### src/logic/timer0_defines.svh
// Register offsets, field positions and reset values of the timer block
`ifndef TIMER0_DEFINES_SVH
`define TIMER0_DEFINES_SVH
`define T0_OFF_CONTROL 5'h00
`define T0_OFF_COUNT 5'h04
`define T0_OFF_MASK 5'h08
`define T0_OFF_FLAGS 5'h0c
`define T0_OFF_PRESCALE 5'h10
`define T0_OFF_SYSCTL 5'h14
`define T0_CS_LSB 0
`define T0_CS_MSB 2
`define T0_OVF_BIT 0
`define T0_PSR_BIT 0
`define T0_GIE_BIT 0
`define T0_VACK_BIT 1
`define T0_RST_CONTROL 8'h00
`define T0_RST_COUNT 8'h00
`define T0_RST_MASK 8'h00
`define T0_RST_FLAGS 8'h00
`define T0_PRE_MAX 10'h3ff
`define T0_TAP8 10'h007
`define T0_TAP64 10'h03f
`define T0_TAP256 10'h0ff
`define T0_TAP1024 10'h3ff
`endif

### src/logic/timer0_pkg.sv
// Types of the timer block
package timer0_pkg;
  typedef enum logic [2:0] {
    CS_STOP, CS_DIV1, CS_DIV8, CS_DIV64,
    CS_DIV256, CS_DIV1024, CS_EXT_FALL, CS_EXT_RISE
  } clock_select_t;
  typedef enum logic [1:0] {BUS_IDLE, BUS_ACK} bus_state_t;
endpackage : timer0_pkg

### src/logic/timer0_counter.sv
// 8-bit timer with shared prescaler, external pin clock and Wishbone slave
//
// Our own choices: the Wishbone slave port and the register addresses.
`timescale 1ns/1ps
`include "timer0_defines.svh"
module timer0_counter
  import timer0_pkg::*;
#(
  parameter int PRE_WIDTH = 10
) (
  input wire logic clk_i,
  input wire logic rst_i,
  input wire logic cyc_i,
  input wire logic stb_i,
  input wire logic we_i,
  input wire logic [4:0] adr_i,
  input wire logic [3:0] sel_i,
  input wire logic [31:0] dat_i,
  output logic [31:0] dat_o,
  output logic ack_o,
  input wire logic external_count_pin_i,
  input wire logic vector_taken_i,
  output logic [3:0] prescale_taps_o,
  output logic overflow_irq_o
);

  // ==========================================================
  // State
  typedef struct packed {
    logic [7:0] timer0_control;
    logic [7:0] timer0_count;
    logic [7:0] timer_irq_mask;
    logic overflow_flag;
    logic global_irq_enable;
    logic [PRE_WIDTH-1:0] prescale;
    logic pin_meta;
    logic pin_sync;
    logic pin_last;
    bus_state_t bus;
    logic [31:0] rdata;
  } state_t;

  state_t s_q;
  state_t s_d;

  function automatic logic tap_hit(input logic [PRE_WIDTH-1:0] p,
                                   input logic [9:0] mask);
    tap_hit = ((p & mask[PRE_WIDTH-1:0]) == mask[PRE_WIDTH-1:0]);
  endfunction : tap_hit

  function automatic logic reg_hit(input logic [4:0] a,
                                   input logic [4:0] off);
    reg_hit = (a == off);
  endfunction : reg_hit

  // ==========================================================
  // Clock selection
  logic [3:0] taps;
  logic fall_pulse;
  logic rise_pulse;
  logic timer_clock_enable;
  logic bus_req;
  logic wr_count;
  logic wr_flags;
  logic wr_pre;
  logic bus_wr;
  logic wrap_now;
  clock_select_t cs;

  assign taps[0] = tap_hit(s_q.prescale, `T0_TAP8);
  assign taps[1] = tap_hit(s_q.prescale, `T0_TAP64);
  assign taps[2] = tap_hit(s_q.prescale, `T0_TAP256);
  assign taps[3] = tap_hit(s_q.prescale, `T0_TAP1024);
  assign prescale_taps_o = taps;
  // Edge detect on synchronised copy only; pin direction irrelevant
  assign fall_pulse = s_q.pin_last & ~s_q.pin_sync;
  assign rise_pulse = ~s_q.pin_last & s_q.pin_sync;
  assign cs = clock_select_t'(s_q.timer0_control[`T0_CS_MSB:`T0_CS_LSB]);

  always_comb begin
    case (cs)
      CS_STOP: timer_clock_enable = 1'b0;
      CS_DIV1: timer_clock_enable = 1'b1;
      CS_DIV8: timer_clock_enable = taps[0];
      CS_DIV64: timer_clock_enable = taps[1];
      CS_DIV256: timer_clock_enable = taps[2];
      CS_DIV1024: timer_clock_enable = taps[3];
      CS_EXT_FALL: timer_clock_enable = fall_pulse;
      CS_EXT_RISE: timer_clock_enable = rise_pulse;
      default: timer_clock_enable = 1'b0;
    endcase
  end

  // ==========================================================
  // Register bus decode
  // Reads captured at the taking edge, writes land on the ack edge
  assign bus_req = cyc_i & stb_i & (s_q.bus == BUS_IDLE);
  assign bus_wr = cyc_i & stb_i & we_i & sel_i[0] & (s_q.bus == BUS_ACK);
  assign wr_count = bus_wr & reg_hit(adr_i, `T0_OFF_COUNT);
  assign wr_flags = bus_wr & reg_hit(adr_i, `T0_OFF_FLAGS);
  assign wr_pre = bus_wr & reg_hit(adr_i, `T0_OFF_PRESCALE) &
                  dat_i[`T0_PSR_BIT];
  assign wrap_now = timer_clock_enable & ~wr_count &
                    (s_q.timer0_count == 8'hff);

  // ==========================================================
  // Next state
  always_comb begin
    s_d = s_q;
    s_d.pin_meta = external_count_pin_i;
    s_d.pin_sync = s_q.pin_meta;
    s_d.pin_last = s_q.pin_sync;
    // Prescale reset self-clears: nothing stored
    if (wr_pre) begin
      s_d.prescale = '0;
    end else begin
      s_d.prescale = s_q.prescale + 1'b1;
    end
    if (wr_count) begin
      s_d.timer0_count = dat_i[7:0];
    end else if (timer_clock_enable) begin
      s_d.timer0_count = s_q.timer0_count + 8'h01;
    end
    // Clear by vector or write-one; a coincident overflow wins
    if (vector_taken_i) begin
      s_d.overflow_flag = 1'b0;
    end
    if (wr_flags && dat_i[`T0_OVF_BIT]) begin
      s_d.overflow_flag = 1'b0;
    end
    if (!wr_count && timer_clock_enable && s_q.timer0_count == 8'hff) begin
      s_d.overflow_flag = 1'b1;
    end
    case (s_q.bus)
      BUS_IDLE: begin
        if (cyc_i && stb_i) begin
          s_d.bus = BUS_ACK;
          s_d.rdata = 32'h0000_0000;
          case (adr_i)
            5'(`T0_OFF_CONTROL): s_d.rdata[7:0] = s_q.timer0_control;
            5'(`T0_OFF_COUNT): s_d.rdata[7:0] = s_q.timer0_count;
            5'(`T0_OFF_MASK): s_d.rdata[7:0] = s_q.timer_irq_mask;
            5'(`T0_OFF_FLAGS): s_d.rdata[`T0_OVF_BIT] = s_q.overflow_flag;
            5'(`T0_OFF_SYSCTL): s_d.rdata[`T0_GIE_BIT] = s_q.global_irq_enable;
            default: s_d.rdata = 32'h0000_0000;
          endcase
        end
      end
      BUS_ACK: begin
        s_d.bus = BUS_IDLE;
        // Request still held at the ack edge; commit the write there
        if (bus_wr) begin
          case (adr_i)
            `T0_OFF_CONTROL: s_d.timer0_control = dat_i[7:0];
            `T0_OFF_MASK: s_d.timer_irq_mask = dat_i[7:0];
            `T0_OFF_SYSCTL: s_d.global_irq_enable = dat_i[`T0_GIE_BIT];
            default: s_d.bus = BUS_IDLE;
          endcase
        end
      end
      default: s_d.bus = BUS_IDLE;
    endcase
  end

  always_ff @(posedge clk_i) begin
    if (rst_i) begin
      s_q <= '0;
      s_q.timer0_control <= `T0_RST_CONTROL;
      s_q.timer0_count <= `T0_RST_COUNT;
      s_q.timer_irq_mask <= `T0_RST_MASK;
      s_q.bus <= BUS_IDLE;
    end else begin
      s_q <= s_d;
    end
  end

  // ==========================================================
  // Outputs
  assign ack_o = (s_q.bus == BUS_ACK);
  assign dat_o = s_q.rdata;
  assign overflow_irq_o = s_q.global_irq_enable & s_q.overflow_flag &
                          s_q.timer_irq_mask[`T0_OVF_BIT];
endmodule : timer0_counter

### config.mk
export PLATFORM = sky130hd
export DESIGN_NAME = timer0_counter
export DESIGN_NICKNAME = d
export VERILOG_FILES = /design/src/logic/timer0_pkg.sv /design/src/logic/timer0_counter.sv
export VERILOG_INCLUDE_DIRS = /design/src /design/src/logic
export SDC_FILE = /design/constraint.sdc
export NUM_CORES = 1
export LEC_CHECK = 0
export BUFFER_PORTS_ARGS = -buffer_cell sky130_fd_sc_hd__buf_2
export CORE_MARGIN = 4
export CORE_UTILIZATION = 50
export DETAILED_ROUTE_END_ITERATION = 7
export PLACE_DENSITY_LB_ADDON = 0.1
export SKIP_CTS_REPAIR_TIMING = 1
export SYNTH_ARGS = -nofsm -noshare
export SYNTH_HDL_FRONTEND = slang
export SYNTH_SLANG_ARGS = --single-unit
### constraint.sdc
create_clock -name clk_i -period 2.8 [get_ports clk_i]
set_input_delay 0.14 -clock clk_i [delete_from_list [all_inputs] [get_ports clk_i]]
set_output_delay 0.14 -clock clk_i [all_outputs]
set_load 0.005 [all_outputs]
Word-level counts from Yosys, hierarchy flattened
Index checks and enable logic that the tools add are counted.
- add/subtract/negate cells: 2
- $mul: 0
- div/mod/pow operators: 0
- order comparisons: 0
- equality and inequality tests: 17
- shifts and indexed selects: 0
- muxes and demuxes: 8
- bitwise gates (word level): 15
- reductions and logical operators: 16
- operator list (operator ; number):
    $pmux 7 s3 ; 1
    $eq 8x8->1 const B ; 2
    $mux 8 ; 2
    $eq 3x3->1 const B ; 5
    $and 1x1->1 ; 12
    $add 10x1->10 const B ; 1
    $eq 10x10->1 const B ; 1
    $eq 5x4->1 const B ; 2
    $eq 5x5->1 const B ; 2
    $reduce_and 3->1 ; 3
    $add 8x1->8 const B ; 1
    $pmux 1 s8 ; 1
    $eq 3x2->1 const B ; 2
    $eq 6x6->1 const B ; 1
    $eq 5x3->1 const B ; 1
    $logic_not 5->1 ; 1
    $pmux 1 s5 ; 1
    $logic_and 1x1->1 ; 4
    $reduce_or 2->1 ; 2
    $eq 3x1->1 const B ; 1
    $logic_not 3->1 ; 1
    $mux 1 ; 3
    $not 1->1 ; 3
    $reduce_bool 3->1 ; 1
    other kinds (4) ; 4
- bits in registers: 48
- latch bits: 0
- RAM bits: 0
- bits in read-only memories: 0
- input port bits: 48
- output and inout port bits: 38
- memories: 0

Logic depth before layout (Yosys ltp)
- word-level depth: 9
- depth in mapped cells: 8

Least setup slack after synthesis
No wires, ideal clock.
- path kind: flip-flop to flip-flop
- start point: reg s_q[37] (netlist name)
- end point: reg s_q[63] (netlist name)
- library setup time: 0.091 ns
- arrival time: 2.021 ns
- required time: 2.709 ns
- path slack: 0.688 ns
- cell stages (with the launch flop): 8
- path buffers: 0
- cells stage by stage: dfxtp_1 ha_1 nand4_1 or4_4 a21boi_4 o21ai_2 or3_1 a311oi_1
- cells in the longest elaborated chain, start to end: 3
- RTL lines (element ; line ; RTL):
    start, declared ; timer0_counter.sv:43 ; state_t s_q;
    $eq 10x10->1 (tied with other cells) ; timer0_counter.sv:48 ; tap_hit = ((p & mask[PRE_WIDTH-1:0]) == mask[PRE_WIDTH-1:0]);
    $pmux 1 s8 (*) ; timer0_counter.sv:81 ; case (cs)
    $reduce_bool 2->1 (no line) (*) ; n/a ;
Mark *: on every way between the ends. The rest lies on a longest branch, timed or not.
A chain may end at the register's enable or synchronous reset.

Worst setup path after layout
Ends and elaborated chain as after synthesis.

==> impl_metrics.env <==
export IMPL_area_growth_pct=6.25
export IMPL_critPathKind="reg2reg"
export IMPL_cts_tree="yes"
export IMPL_synth_area_per_cell_sq_um=8.43
export IMPL_grt_pass1_vias=1795
export IMPL_antenna_cells=0
export IMPL_rsz0062_at_grt="false"
export IMPL_vias=1954
export IMPL_ys_ff_latch=48
export IMPL_grt_remaining_overflow=0
export IMPL_cp_endpoint="s_q[63]$_SDFFE_PP0P_"
export IMPL_cts_root_buffer="clkbuf_8"
export IMPL_finalCritPeriodShare_pct=84.4
export IMPL_fillers=471
export IMPL_fin_skew_ps=6.18
export IMPL_fmax_mhz=423
export IMPL_drive_gt1_share_pct=15.4
export IMPL_drt_met1_wl_microns=2270
export IMPL_slew_viol_final=0
export IMPL_rr_startpoint="s_q[37]$_SDFF_PP0_"
export IMPL_r2r_end="s_q[63]$_SDFFE_PP0P_"
export IMPL_hold_path_class="in2reg"
export IMPL_powerDensity_nw_per_um2=446
export IMPL_rrSetupSlack_ps=440
export IMPL_synth_edff_count=0
export IMPL_drt_first_pass_iters=4
export IMPL_grt_first_pass_wirelength_microns=8560
export IMPL_outcome="finished, final reports clean"
export IMPL_setup_viol=0
export IMPL_drv_cap=0
export IMPL_layout_commonest_cell="dfxtp_1"
export IMPL_io_buffers=34
export IMPL_cellLeakagePower_nw=1.15
export IMPL_start_util_pct=52.3
export IMPL_critical_path_startpoint="s_q[37]$_SDFF_PP0_"
export IMPL_hold_viol=0
export IMPL_yosysTopAreaCellShare_pct=38.4
export IMPL_finalPower_mw=1.19
export IMPL_ys_seq_area_share_pct=38.4
export IMPL_cts_buffer_depth=2
export IMPL_wl_met3_microns=275
export IMPL_die_height_microns=78.7
export IMPL_cp_start_kind="flip-flop"
export IMPL_tightest_slew_ps=730
export IMPL_holdWs_ps=55.9
export IMPL_arrival_ps=2560
export IMPL_pin_count=86
export IMPL_final_cell_mix="48 x dfxtp_1, 38 x nor2_1, 34 x buf_2"
export IMPL_synth_distinct_cells=49
export IMPL_synth_area_top_cells="dfxtp_1 38%, buf_4 9.6%, mux2i_1 7.2%, nor2_1 5.7%, nand2_1 4.8%"
export IMPL_fin_tns_setup_ps=0
export IMPL_row_count=25
export IMPL_end_kind="flip-flop"
export IMPL_yosys_warnings=0
export IMPL_antenna_found_initial=0
export IMPL_wl_per_cell_microns=12.8
export IMPL_clk_pin_slew_ps=80
export IMPL_grt_usage_pct=17.1
export IMPL_htree_levels=2
export IMPL_cts_buffers=5
export IMPL_die_area_sq_um=6200
export IMPL_grt_max_degree=43
export IMPL_min_period_ps=2360
export IMPL_clk_insertion_delay_late_ps=290
export IMPL_synthesis_area_sq_um=2500
export IMPL_rr_worst_depth=7
export IMPL_core_area_sq_um=4790
export IMPL_drc_errors=0
export IMPL_viasPerCell=5.08
export IMPL_dp_hpwl_microns=3540
export IMPL_dominantRegCellSynth="dfxtp_1"
export IMPL_die_w_microns=78.7
export IMPL_wirelength_microns=4910
export IMPL_syn_inst=297
export IMPL_required_ps=3000
export IMPL_routed_top_layer="met4"
export IMPL_synth_top_area_cell="dfxtp_1"
export IMPL_gp_congestion=0.871
export IMPL_relSlewSlack_pct=51.3
export IMPL_vdd_drop_max_mv=0.307
export IMPL_critPathMaxFanout=8
export IMPL_async_flop_share_pct=0
export IMPL_wl_met2_microns=2320
export IMPL_clock_sinks=48
export IMPL_fin_nets=368
export IMPL_drt_iter0_drc=69
export IMPL_ant_nets=0
## registers in the layout (all words and copies together), names as in the netlist
| name | flops |
|---|---|
| cs | 3 |
| dat_o | 8 |
| s_d | 2 |
| s_q | 35 |
## power by group
part / switching, mW / internal (mW)
Sequential: 0.00441 / 0.689
Combinational: 0.0480 / 0.0247
Clock: 0.219 / 0.201
Total: 0.271 / 0.915
## cells by family after synthesis
family                   after synthesis  synth area share [%]
other                                  1                 0.150
XOR/XNOR                              10                  3.50
buffers and inverters                 51                  12.5
multiplexers                          18                  7.20
adder cells (fa/ha/maj)                3                  1.50
AO/OA/AOI/OAI                         47                  13.5
AND/OR/NAND/NOR                      119                  23.3
flip-flops                            48                  38.4
## how the worst min path moves through the flow
stage	end	startpoint	cells after the start
after detailed placement	s_d[35]$_SDFF_PP0_	external_count_pin_i	2
after floorplan	s_d[35]$_SDFF_PP0_	external_count_pin_i	1
after CTS	s_d[35]$_SDFF_PP0_	external_count_pin_i	2
after global placement	s_d[35]$_SDFF_PP0_	external_count_pin_i	2
after global routing	s_d[35]$_SDFF_PP0_	external_count_pin_i	2
final	s_d[35]$_SDFF_PP0_	external_count_pin_i	2
## per-layer routing
layer	up-vias	global-route usage (%)
li1	1006	-
met1	892	22.1
met2	51	28.9
met3	5	3.63
met4	0	4.72
met5	-	0
## layout make-up
type | count | area [sq um] | area share, %
sequential | 48 | 961 | 36.1
tap | 67 | 83.8 | 3.15
timing repair buffer | 36 | 185 | 6.96
clock inverter | 1 | 7.51 | 0.282
multi-input combinational | 221 | 1320 | 49.5
inverter | 5 | 18.8 | 0.706
clock buffer | 7 | 86.3 | 3.25
## Yosys cell counts, types with 4 or more instances
cell,n
nor2_1,38
nor2b_1,5
mux2i_1,18
a21oi_1,10
inv_1,5
nand3_1,12
buf_4,32
o21ai_0,9
a22oi_1,7
nand2_1,32
xor2_1,5
xnor2_1,5
a211oi_1,4
and3_1,6
clkbuf_1,13
dfxtp_1,48
## through the flow
step                      utilization (%)  worst slack [ps]  std cells  instance area, sq um
after floorplan                         -               688        320                  2590
final                                55.6               436        385                  2660
after global routing                 55.6               190        385                  2660
after global placement               53.6               455        377                  2560
after detailed placement             53.6               421        377                  2560
after CTS                            55.6               396        385                  2660
## worst max-delay path, stage by stage (launching register included)
cell and delay, ps:
dfxtp_1 360, ha_1 220, nand4_1 140, or2_2 360
o41ai_4 430, o21ai_2 170, or3_1 330, a311oi_1 260
Note: power is estimated with default switching activity, not from simulation.
